<file path="src/rtl/bcc_defs.svh">
`ifndef BCC_DEFS_SVH
`define BCC_DEFS_SVH

// register addresses
`define BCC_ADDR_ID        8'h0f
`define BCC_ADDR_CTRL1     8'h10
`define BCC_ADDR_CTRL2     8'h11
`define BCC_ADDR_PRESS_XL  8'h28
`define BCC_ADDR_PRESS_L   8'h29
`define BCC_ADDR_PRESS_H   8'h2a

// reset values and writable masks
`define BCC_CTRL1_RST      8'h00
`define BCC_CTRL2_RST      8'h10
`define BCC_CTRL1_MASK     8'h7f
`define BCC_CTRL2_MASK     8'hf7
`define BCC_CTRL2_HW_MASK  8'h81
`define BCC_ID_VALUE       8'h5a

// rate_filter_control fields
`define BCC_ODR_HI         6
`define BCC_ODR_LO         4
`define BCC_FLT_EN         3
`define BCC_FLT_BW         2
`define BCC_HOLD           1
`define BCC_SPI_3W         0

// operation_control fields
`define BCC_BOOT           7
`define BCC_IRQ_LOW        6
`define BCC_IRQ_OD         5
`define BCC_AUTO_INC       4
`define BCC_SOFT_RST       2
`define BCC_LOW_NOISE      1
`define BCC_ONE_SHOT       0

// rate codes
`define BCC_ODR_OFF        3'h0
`define BCC_ODR_100HZ      3'h6

// timing
`define BCC_CLK_MHZ        10
`define BCC_PER_1HZ_US     1000000
`define BCC_PER_10HZ_US    100000
`define BCC_PER_25HZ_US    40000
`define BCC_PER_50HZ_US    20000
`define BCC_PER_75HZ_US    13333
`define BCC_PER_100HZ_US   10000
`define BCC_PER_200HZ_US   5000
`define BCC_BOOT_US        5
`define BCC_BOOT_CYC       24'(`BCC_BOOT_US * `BCC_CLK_MHZ)
`define BCC_CNT_W          24

`endif

</file>
<file path="src/rtl/bcc_pkg.sv">
package bcc_pkg;

    typedef enum logic [1:0] {
        BCC_SEQ_IDLE = 2'b01,
        BCC_SEQ_BUSY = 2'b10
    } bcc_state_t;

    typedef enum logic [1:0] {
        BCC_BW_ODR2  = 2'h0,
        BCC_BW_ODR9  = 2'h1,
        BCC_BW_ODR20 = 2'h2
    } bcc_bw_t;

endpackage

</file>
<file path="src/rtl/bcc_conv_ctrl.sv">
// Operation
// - rate field, reset 000, selects one-shot/power-down or 1 to 200 Hz
// - at 100 Hz or 200 Hz low-noise is forced off
// - rate 000 is power-down: no acquisitions except one-shot, outputs frozen otherwise, registers kept
// - one-shot write starts one acquisition in power-down only, bit self-clears when the acquisition completes, even while hold keeps outputs frozen
// - nonzero rate acquires repeatedly at the selected rate
// - filter off gives OUTPUT_RATE_SELECT/2, enabled gives OUTPUT_RATE_SELECT/9 or OUTPUT_RATE_SELECT/20
// - hold mode freezes pressure outputs until the high byte of the sample is read
// - wire select bit: 0 four-wire SPI, 1 three-wire SPI
// - interrupt polarity bit: 0 active high, 1 active low
// - interrupt drive bit: 0 push-pull, 1 open-drain
// - auto-increment bit, reset 1, advances address after each byte
// - low-noise bit selects low-noise only below 100 Hz
// - boot bit reloads trim values, cleared by hardware when done
// - soft reset returns volatile registers to defaults and self-clears
`timescale 1ns/1ps
`default_nettype none
`include "bcc_defs.svh"

module bcc_conv_ctrl #(
    parameter logic [23:0] P_CYC_1HZ   = 24'(`BCC_PER_1HZ_US * `BCC_CLK_MHZ),
    parameter logic [23:0] P_CYC_10HZ  = 24'(`BCC_PER_10HZ_US * `BCC_CLK_MHZ),
    parameter logic [23:0] P_CYC_25HZ  = 24'(`BCC_PER_25HZ_US * `BCC_CLK_MHZ),
    parameter logic [23:0] P_CYC_50HZ  = 24'(`BCC_PER_50HZ_US * `BCC_CLK_MHZ),
    parameter logic [23:0] P_CYC_75HZ  = 24'(`BCC_PER_75HZ_US * `BCC_CLK_MHZ),
    parameter logic [23:0] P_CYC_100HZ = 24'(`BCC_PER_100HZ_US * `BCC_CLK_MHZ),
    parameter logic [23:0] P_CYC_200HZ = 24'(`BCC_PER_200HZ_US * `BCC_CLK_MHZ)
) (
    // clock and reset
    input  wire logic        i_clk,
    input  wire logic        i_rst_n,
    // serial front end byte port
    input  wire logic        i_start,
    input  wire logic [7:0]  i_start_addr,
    input  wire logic        i_wr_en,
    input  wire logic [7:0]  i_wdata,
    input  wire logic        i_rd_en,
    output logic      [7:0]  o_rdata,
    output logic             o_rdata_valid,
    // acquisition engine
    output logic             o_acq_start,
    input  wire logic        i_acq_done,
    input  wire logic [23:0] i_acq_press,
    // analog and pad configuration
    output logic             o_power_down,
    output logic             o_low_noise,
    output logic      [1:0]  o_filter_bw,
    output logic             o_spi_3wire,
    output logic             o_trim_reload,
    // interrupt pad
    input  wire logic        i_irq_event,
    output logic             o_irq_o,
    output logic             o_irq_oe
);

    logic [7:0]  ctrl1_r, ctrl1_nxt;
    logic [7:0]  ctrl2_r, ctrl2_nxt;
    logic [7:0]  ptr_r, ptr_nxt;
    logic [7:0]  rdata_r, rdata_nxt;
    logic        rvalid_r;
    logic [23:0] press_r, press_nxt;
    logic [23:0] pend_r, pend_nxt;
    logic        pend_v_r, pend_v_nxt;
    logic        hold_r, hold_nxt;
    logic        run_one_r, run_one_nxt;
    logic        start_r, start_nxt;
    logic        pd_r, pd_nxt;
    logic        ln_r, ln_nxt;
    logic [1:0]  bw_r, bw_nxt;
    logic        irq_o_r, irq_o_nxt;
    logic        irq_oe_r, irq_oe_nxt;
    logic [2:0]  odr_q_r;
    logic [2:0]  output_rate_select;
    logic [23:0] period;
    logic        rate_load, rate_exp, boot_load, boot_exp;
    logic        acc, wr1, wr2, rd_ph, soft_rst, one_set, boot_set;
    logic        one_done, irq_lvl, load_out;
    bcc_pkg::bcc_state_t seq_r, seq_nxt;

    assign output_rate_select   = ctrl1_r[`BCC_ODR_HI:`BCC_ODR_LO];
    assign acc   = (i_wr_en | i_rd_en) & !i_start;
    assign wr1   = i_wr_en & !i_start & (ptr_r == `BCC_ADDR_CTRL1);
    assign wr2   = i_wr_en & !i_start & (ptr_r == `BCC_ADDR_CTRL2);
    assign rd_ph = i_rd_en & !i_start & (ptr_r == `BCC_ADDR_PRESS_H);
    assign soft_rst = wr2 & i_wdata[`BCC_SOFT_RST];
    // one-shot is taken only from power-down; elsewhere the write is dropped
    assign one_set  = wr2 & i_wdata[`BCC_ONE_SHOT] & (output_rate_select == `BCC_ODR_OFF);
    assign boot_set = wr2 & i_wdata[`BCC_BOOT];
    assign boot_load = boot_set & !ctrl2_r[`BCC_BOOT];
    assign one_done = (seq_r == bcc_pkg::BCC_SEQ_BUSY) & i_acq_done & run_one_r;

    // rate period table
    always_comb begin
        case (output_rate_select)
            3'h1:    period = P_CYC_1HZ;
            3'h2:    period = P_CYC_10HZ;
            3'h3:    period = P_CYC_25HZ;
            3'h4:    period = P_CYC_50HZ;
            3'h5:    period = P_CYC_75HZ;
            3'h6:    period = P_CYC_100HZ;
            3'h7:    period = P_CYC_200HZ;
            default: period = '0;
        endcase
    end

    // a rate change restarts the period, so the new rate takes hold at once
    assign rate_load = rate_exp | (output_rate_select != odr_q_r);

    bcc_countdown #(.W(`BCC_CNT_W)) u_rate (
        .i_clk    (i_clk),
        .i_rst_n  (i_rst_n),
        .i_load   (rate_load),
        .i_value  (period),
        .o_expire (rate_exp)
    );

    bcc_countdown #(.W(`BCC_CNT_W)) u_boot (
        .i_clk    (i_clk),
        .i_rst_n  (i_rst_n),
        .i_load   (boot_load),
        .i_value  (`BCC_BOOT_CYC),
        .o_expire (boot_exp)
    );

    // control registers; hardware-cleared bits lose to a same-cycle set
    always_comb begin
        ctrl1_nxt = ctrl1_r;
        ctrl2_nxt = ctrl2_r;
        if (wr1) begin
            ctrl1_nxt = i_wdata & `BCC_CTRL1_MASK;
        end
        if (wr2) begin
            ctrl2_nxt = (i_wdata & `BCC_CTRL2_MASK & ~`BCC_CTRL2_HW_MASK)
                      | (ctrl2_r & `BCC_CTRL2_HW_MASK);
        end
        if (one_done && !one_set) begin
            ctrl2_nxt[`BCC_ONE_SHOT] = 1'b0;
        end
        if (one_set) begin
            ctrl2_nxt[`BCC_ONE_SHOT] = 1'b1;
        end
        if (boot_exp) begin
            ctrl2_nxt[`BCC_BOOT] = 1'b0;
        end
        if (boot_set) begin
            ctrl2_nxt[`BCC_BOOT] = 1'b1;
        end
        if (soft_rst) begin
            ctrl1_nxt = `BCC_CTRL1_RST;
            ctrl2_nxt = `BCC_CTRL2_RST;
        end
    end

    // address pointer and read data
    always_comb begin
        ptr_nxt = ptr_r;
        if (i_start) begin
            ptr_nxt = i_start_addr;
        end else if (acc && ctrl2_r[`BCC_AUTO_INC]) begin
            ptr_nxt = ptr_r + 8'h01;
        end
        case (ptr_r)
            `BCC_ADDR_ID:       rdata_nxt = `BCC_ID_VALUE;
            `BCC_ADDR_CTRL1:    rdata_nxt = ctrl1_r;
            `BCC_ADDR_CTRL2:    rdata_nxt = ctrl2_r;
            `BCC_ADDR_PRESS_XL: rdata_nxt = press_r[7:0];
            `BCC_ADDR_PRESS_L:  rdata_nxt = press_r[15:8];
            `BCC_ADDR_PRESS_H:  rdata_nxt = press_r[23:16];
            default:            rdata_nxt = 8'h00;
        endcase
        if (!(i_rd_en && !i_start)) begin
            rdata_nxt = rdata_r;
        end
    end

    // acquisition sequencer
    always_comb begin
        seq_nxt     = seq_r;
        run_one_nxt = run_one_r;
        start_nxt   = 1'b0;
        case (seq_r)
            bcc_pkg::BCC_SEQ_IDLE: begin
                if (ctrl2_r[`BCC_ONE_SHOT] && output_rate_select == `BCC_ODR_OFF) begin
                    start_nxt   = 1'b1;
                    run_one_nxt = 1'b1;
                    seq_nxt     = bcc_pkg::BCC_SEQ_BUSY;
                end else if (rate_exp && output_rate_select != `BCC_ODR_OFF) begin
                    start_nxt   = 1'b1;
                    run_one_nxt = 1'b0;
                    seq_nxt     = bcc_pkg::BCC_SEQ_BUSY;
                end
            end
            bcc_pkg::BCC_SEQ_BUSY: begin
                // a period that ends while busy is skipped, not queued
                if (i_acq_done) begin
                    seq_nxt = bcc_pkg::BCC_SEQ_IDLE;
                end
            end
            default: seq_nxt = bcc_pkg::BCC_SEQ_IDLE;
        endcase
        if (soft_rst) begin
            seq_nxt     = bcc_pkg::BCC_SEQ_IDLE;
            run_one_nxt = 1'b0;
            start_nxt   = 1'b0;
        end
    end

    // output registers with hold-until-read; newest sample waits in pend_r
    always_comb begin
        press_nxt  = press_r;
        pend_nxt   = pend_r;
        pend_v_nxt = pend_v_r;
        load_out   = 1'b0;
        if (!hold_r || rd_ph) begin
            if (seq_r == bcc_pkg::BCC_SEQ_BUSY && i_acq_done) begin
                press_nxt  = i_acq_press;
                pend_v_nxt = 1'b0;
                load_out   = 1'b1;
            end else if (pend_v_r) begin
                press_nxt  = pend_r;
                pend_v_nxt = 1'b0;
                load_out   = 1'b1;
            end
        end else if (seq_r == bcc_pkg::BCC_SEQ_BUSY && i_acq_done) begin
            pend_nxt   = i_acq_press;
            pend_v_nxt = 1'b1;
        end
        hold_nxt = ctrl1_r[`BCC_HOLD] & (load_out | (hold_r & !rd_ph));
    end

    // configuration outputs and interrupt pad
    always_comb begin
        pd_nxt = (output_rate_select == `BCC_ODR_OFF) && (seq_r == bcc_pkg::BCC_SEQ_IDLE) && !start_r;
        ln_nxt = ctrl2_r[`BCC_LOW_NOISE] && (output_rate_select < `BCC_ODR_100HZ);
        if (!ctrl1_r[`BCC_FLT_EN]) begin
            bw_nxt = bcc_pkg::BCC_BW_ODR2;
        end else if (ctrl1_r[`BCC_FLT_BW]) begin
            bw_nxt = bcc_pkg::BCC_BW_ODR20;
        end else begin
            bw_nxt = bcc_pkg::BCC_BW_ODR9;
        end
        irq_lvl = i_irq_event ^ ctrl2_r[`BCC_IRQ_LOW];
        if (ctrl2_r[`BCC_IRQ_OD]) begin
            // open-drain only ever pulls low
            irq_o_nxt  = 1'b0;
            irq_oe_nxt = !irq_lvl;
        end else begin
            irq_o_nxt  = irq_lvl;
            irq_oe_nxt = 1'b1;
        end
    end

    always_ff @(posedge i_clk) begin
        if (!i_rst_n) begin
            ctrl1_r   <= `BCC_CTRL1_RST;
            ctrl2_r   <= `BCC_CTRL2_RST;
            ptr_r     <= 8'h00;
            rdata_r   <= 8'h00;
            rvalid_r  <= 1'b0;
            press_r   <= 24'h000000;
            pend_r    <= 24'h000000;
            pend_v_r  <= 1'b0;
            hold_r    <= 1'b0;
            run_one_r <= 1'b0;
            start_r   <= 1'b0;
            seq_r     <= bcc_pkg::BCC_SEQ_IDLE;
            odr_q_r   <= `BCC_ODR_OFF;
            pd_r      <= 1'b1;
            ln_r      <= 1'b0;
            bw_r      <= bcc_pkg::BCC_BW_ODR2;
            irq_o_r   <= 1'b0;
            irq_oe_r  <= 1'b0;
        end else begin
            ctrl1_r   <= ctrl1_nxt;
            ctrl2_r   <= ctrl2_nxt;
            ptr_r     <= ptr_nxt;
            rdata_r   <= rdata_nxt;
            rvalid_r  <= i_rd_en & !i_start;
            press_r   <= press_nxt;
            pend_r    <= pend_nxt;
            pend_v_r  <= pend_v_nxt;
            hold_r    <= hold_nxt;
            run_one_r <= run_one_nxt;
            start_r   <= start_nxt;
            seq_r     <= seq_nxt;
            odr_q_r   <= output_rate_select;
            pd_r      <= pd_nxt;
            ln_r      <= ln_nxt;
            bw_r      <= bw_nxt;
            irq_o_r   <= irq_o_nxt;
            irq_oe_r  <= irq_oe_nxt;
        end
    end

    assign o_rdata       = rdata_r;
    assign o_rdata_valid = rvalid_r;
    assign o_acq_start   = start_r;
    assign o_power_down  = pd_r;
    assign o_low_noise   = ln_r;
    assign o_filter_bw   = bw_r;
    assign o_spi_3wire   = ctrl1_r[`BCC_SPI_3W];
    assign o_trim_reload = ctrl2_r[`BCC_BOOT];
    assign o_irq_o       = irq_o_r;
    assign o_irq_oe      = irq_oe_r;
endmodule

`default_nettype wire

</file>
<file path="src/rtl/bcc_countdown.sv">
`timescale 1ns/1ps
`default_nettype none

module bcc_countdown #(
    parameter int W = 24
) (
    // clock and reset
    input  wire logic         i_clk,
    input  wire logic         i_rst_n,
    // control
    input  wire logic         i_load,
    input  wire logic [W-1:0] i_value,
    // status
    output logic              o_expire
);

    logic [W-1:0] cnt_r;
    logic [W-1:0] cnt_nxt;
    logic         exp_r;
    logic         exp_nxt;

    // a load of zero parks the counter without an expiry
    always_comb begin
        cnt_nxt = cnt_r;
        exp_nxt = 1'b0;
        if (i_load) begin
            cnt_nxt = i_value;
        end else if (cnt_r != '0) begin
            cnt_nxt = cnt_r - W'(1);
            // flagged one count early so the reload edge lands exactly i_value cycles after a load
            exp_nxt = (cnt_r == W'(2));
        end
    end

    always_ff @(posedge i_clk) begin
        if (!i_rst_n) begin
            cnt_r <= '0;
            exp_r <= 1'b0;
        end else begin
            cnt_r <= cnt_nxt;
            exp_r <= exp_nxt;
        end
    end

    assign o_expire = exp_r;

endmodule

`default_nettype wire

</file>
<file path="config.mk">
export PLATFORM = sky130hd
export DESIGN_NAME = bcc_conv_ctrl
export DESIGN_NICKNAME = d
export VERILOG_FILES = /design/src/rtl/bcc_pkg.sv /design/src/rtl/bcc_conv_ctrl.sv /design/src/rtl/bcc_countdown.sv
export VERILOG_INCLUDE_DIRS = /design/src /design/src/rtl
export SDC_FILE = /design/constraint.sdc
export NUM_CORES = 1
export LEC_CHECK = 0
export ABC_CLOCK_PERIOD_IN_PS = 4450
export BUFFER_PORTS_ARGS = -buffer_cell sky130_fd_sc_hd__buf_2
export CORE_UTILIZATION = 64
export CTS_CLUSTER_DIAMETER = 60
export DETAILED_ROUTE_END_ITERATION = 7
export HOLD_SLACK_MARGIN = 0.06
export PLACE_DENSITY = 0.85
export SYNTH_ARGS = -nofsm -noshare
export SYNTH_HDL_FRONTEND = slang
export SYNTH_HIERARCHICAL = 1
export SYNTH_SLANG_ARGS = --single-unit
</file>
<file path="constraint.sdc">
create_clock -name i_clk -period 4.45 [get_ports i_clk]
set_clock_uncertainty 0.15 [all_clocks]
set_input_delay 0.445 -clock i_clk [delete_from_list [all_inputs] [get_ports i_clk]]
set_output_delay 0.445 -clock i_clk [all_outputs]
set_load 0.005 [all_outputs]
</file>
==> reports/metrics.cfg <==
[layout]
area_growth_pct = 19.0
n_antenna_cell = 0
drive_gt1_frac = 0.161
fin_nets = 1014

[logic_synthesis]
async_flop_share = 0
synth_area_leaders = dfxtp_1 40%, nand2_1 8.5%, a311oi_2 5.0%, nor2_1 3.9%, o21ai_0 3.3%
synthCells = 855
synthTopCellsByCount = 164 x nand2_1, 144 x dfxtp_1, 75 x nor2_1
ys_ff_latch = 144
post-synth-top-area-cell = dfxtp_1
synth-edff-count = 0
synth_ff_type = dfxtp_1
syn_area_per_cell_um2 = 8.42
ys_seq_area_frac = 0.400
synth_area_um2 = 7200
synth_warnings = 6
yosysMostFrequentCell = nand2_1
netlist.area_leader.share = 0.400
yosysUniqueCellTypes = 72

[timing]
worst_pin_slew_ps = 900
rsz0062_at_grt = no
hold_viol_final = 0
finalCritPeriodShare = 0.685
slew_viol_final = 0
fmax_mhz = 328
slew_headroom = 0.400
final.min_clock_period_ps = 3050
finalSetupViolCount = 0
tns_ps = 0

[floorplan]
top_level_ports = 65
die_w_um = 108
initial_core_util = 0.661
die-area_um2 = 11700
num_rows = 38
core_um2 = 10900
fp.dieH_um = 108

[global_route]
grt_pass1_vias = 6417
grt-ovfl-total = 0
grtUsageTotal = 0.330
grt_antenna_before_repair = 0
grt_max_degree = 54
grt_pass1_wl_um = 30000

[clocking]
cts_tree = done
clkTransAtPathRegs_ps = 60
cts_sinks = 144
htreeDepth = 4
numCtsBuffers = 17
ctsResizeCount = 0
clk_latency_ps = 540
cts-root-buf = clkbuf_8
cts-root-to-sink-buffers = 2

[critical_path]
path_class = flop to flop
crit_slowest_cell = ha_1
reg2reg_from = ptr_r[1]
endpoint_kind = flop
cp_common_cell = inv_1
crit_chain = inv_1, ha_1, and3_1, nand2_1, nor2_1, inv_1, o21ai_0, a21oi_1
path_delay_family = simple AND/OR/NAND/NOR gates
start_kind = flop
worst-path-buf-inv = 2
slowest_delay_ps = 580
cp.required_ps = 4710
arrival_ps = 3300
crit_fanout = 19
r2r_slack_ps = 1400
startpoint = ptr_r[1]

[drt]
drtPass1Iterations = 7
num_vias = 6660
drt_wl_total_um = 18300
drt-initial-drc-count = 435
drc = 0
wire_per_inst_um = 16.5
drt-vias-per-instance = 6.01
ant_nets = 0

[hold_path]
worstHoldStart = i_start_addr[6]
hp-class = input port to flop

[flow_run]
max_cap_violations = 0

[power_and_ir_drop]
power_density_nw_per_um2 = 537
leakagePower_nw = 3.29
finalPower_mw = 4.60
vdd_drop_max_uv = 516

[placed_design]
gp_congestion = 0.896
portBuffers = 64
hpwl_um = 11000

[outcome]
outcome = complete, no violations

==> final timing paths <==
| kind | cells past startpoint | endpoint |
|---|---|---|
| hold / removal | 3 | ptr_r[6] |
| setup reg to reg | 8 | u_boot/cnt_r[6] |
| hold reg to reg | 2 | pend_r[18] |
| setup / recovery | 8 | u_boot/cnt_r[6] |
==> cell usage in the layout, fill, tap and decap left out, types with 5 or more instances in the layout <==
cell	synthesis	layout
a21oi_1	39	39
a222oi_1	5	5
a311oi_2	24	24
a31oi_1	13	13
and2_1	12	12
and3_1	12	12
buf_2	4	64
buf_4	3	6
clkbuf_16	0	16
conb_1	2	30
dfxtp_1	144	144
dlygate4sd3_1	0	39
ha_1	10	10
inv_1	14	13
mux2i_1	13	13
nand2_1	164	164
nand2b_1	13	13
nand3_1	18	18
nand3b_1	5	5
nand4_1	6	6
nor2_1	75	74
nor2b_1	9	9
nor3_1	11	11
nor4_1	16	16
o21ai_0	48	48
o31ai_1	8	8
or3_1	12	12
or4_1	8	8
xnor2_1	27	27
xor2_1	19	19
==> final cells by class <==
class                   instances  area [µm²]
repair buffers                109         756
clock inverters                10         159
inverters                      14        52.6
clock buffers                  21         449
multi-input cells             671        4090
well taps                     140         175
fillers                       707        2320
flip-flops and latches        144        2880
==> sequential cells by signal (all words and copies together) (netlist names), 2 cells and up <==
| name | count |
|---|---|
| ctrl2_r | 7 |
| odr_q_r | 3 |
| press_r | 24 |
| ctrl1_r | 7 |
| u_rate/cnt_r | 24 |
| seq_r | 2 |
| ptr_r | 8 |
| o_filter_bw | 2 |
| pend_r | 24 |
| u_boot/cnt_r | 24 |
| o_rdata | 8 |
==> metrics by stage <==
step / instances / area, µm² / hold slack (ps) / util / setup WS (ps)
2_1_floorplan: 883 / 7310 / 271 / - / 1990
3_3_place_gp: 1039 / 7570 / 292 / 0.695 / 1690
3_5_place_dp: 1039 / 7570 / 297 / 0.695 / 1560
4_1_cts: 1109 / 8570 / 64.3 / 0.787 / 1510
5_1_grt: 1109 / 8570 / 105 / 0.787 / 1170
6_report: 1109 / 8570 / 81.5 / 0.787 / 1400
==> power by group <==
group | leakage (nW) | switching, mW | internal (mW)
clock network | 0.294 | 0.539 | 0.936
logic | 1.83 | 0.834 | 0.649
registers | 1.17 | 0.186 | 1.46
total | 3.29 | 1.56 | 3.05
==> worst reg2reg max path: stages (launching register included) <==
cell	delay, ps
dfxtp_1	340
inv_1	120
ha_1	580
and3_1	460
nand2_1	140
nor2_1	390
inv_1	340
o21ai_0	320
a21oi_1	70
==> routing by layer <==
metal / track usage / up-vias / part of all wire
met4: 0.151 / 0 / 0.029
met3: 0.0717 / 49 / 0.059
met5: 0 / - / 0
li1: - / 3192 / -
met2: 0.568 / 228 / 0.50
met1: 0.391 / 3191 / 0.41
==> cells by family after synthesis <==
group,synth area share
AOI/OAI and AO/OA,0.190
xor gates and xnor gates,0.0559
adders and majority gates,0.0174
buffers and inverters,0.0462
DFF,0.400
muxes,0.0196
other,0.00104
and+or+nand+nor,0.269
==> what timing repair did <==
item,in CTS,in global routing
hold buffers,39,0
endpoints found under the hold margin,64,0
setup buffers,0,0
(Power assumes the default switching activity.)
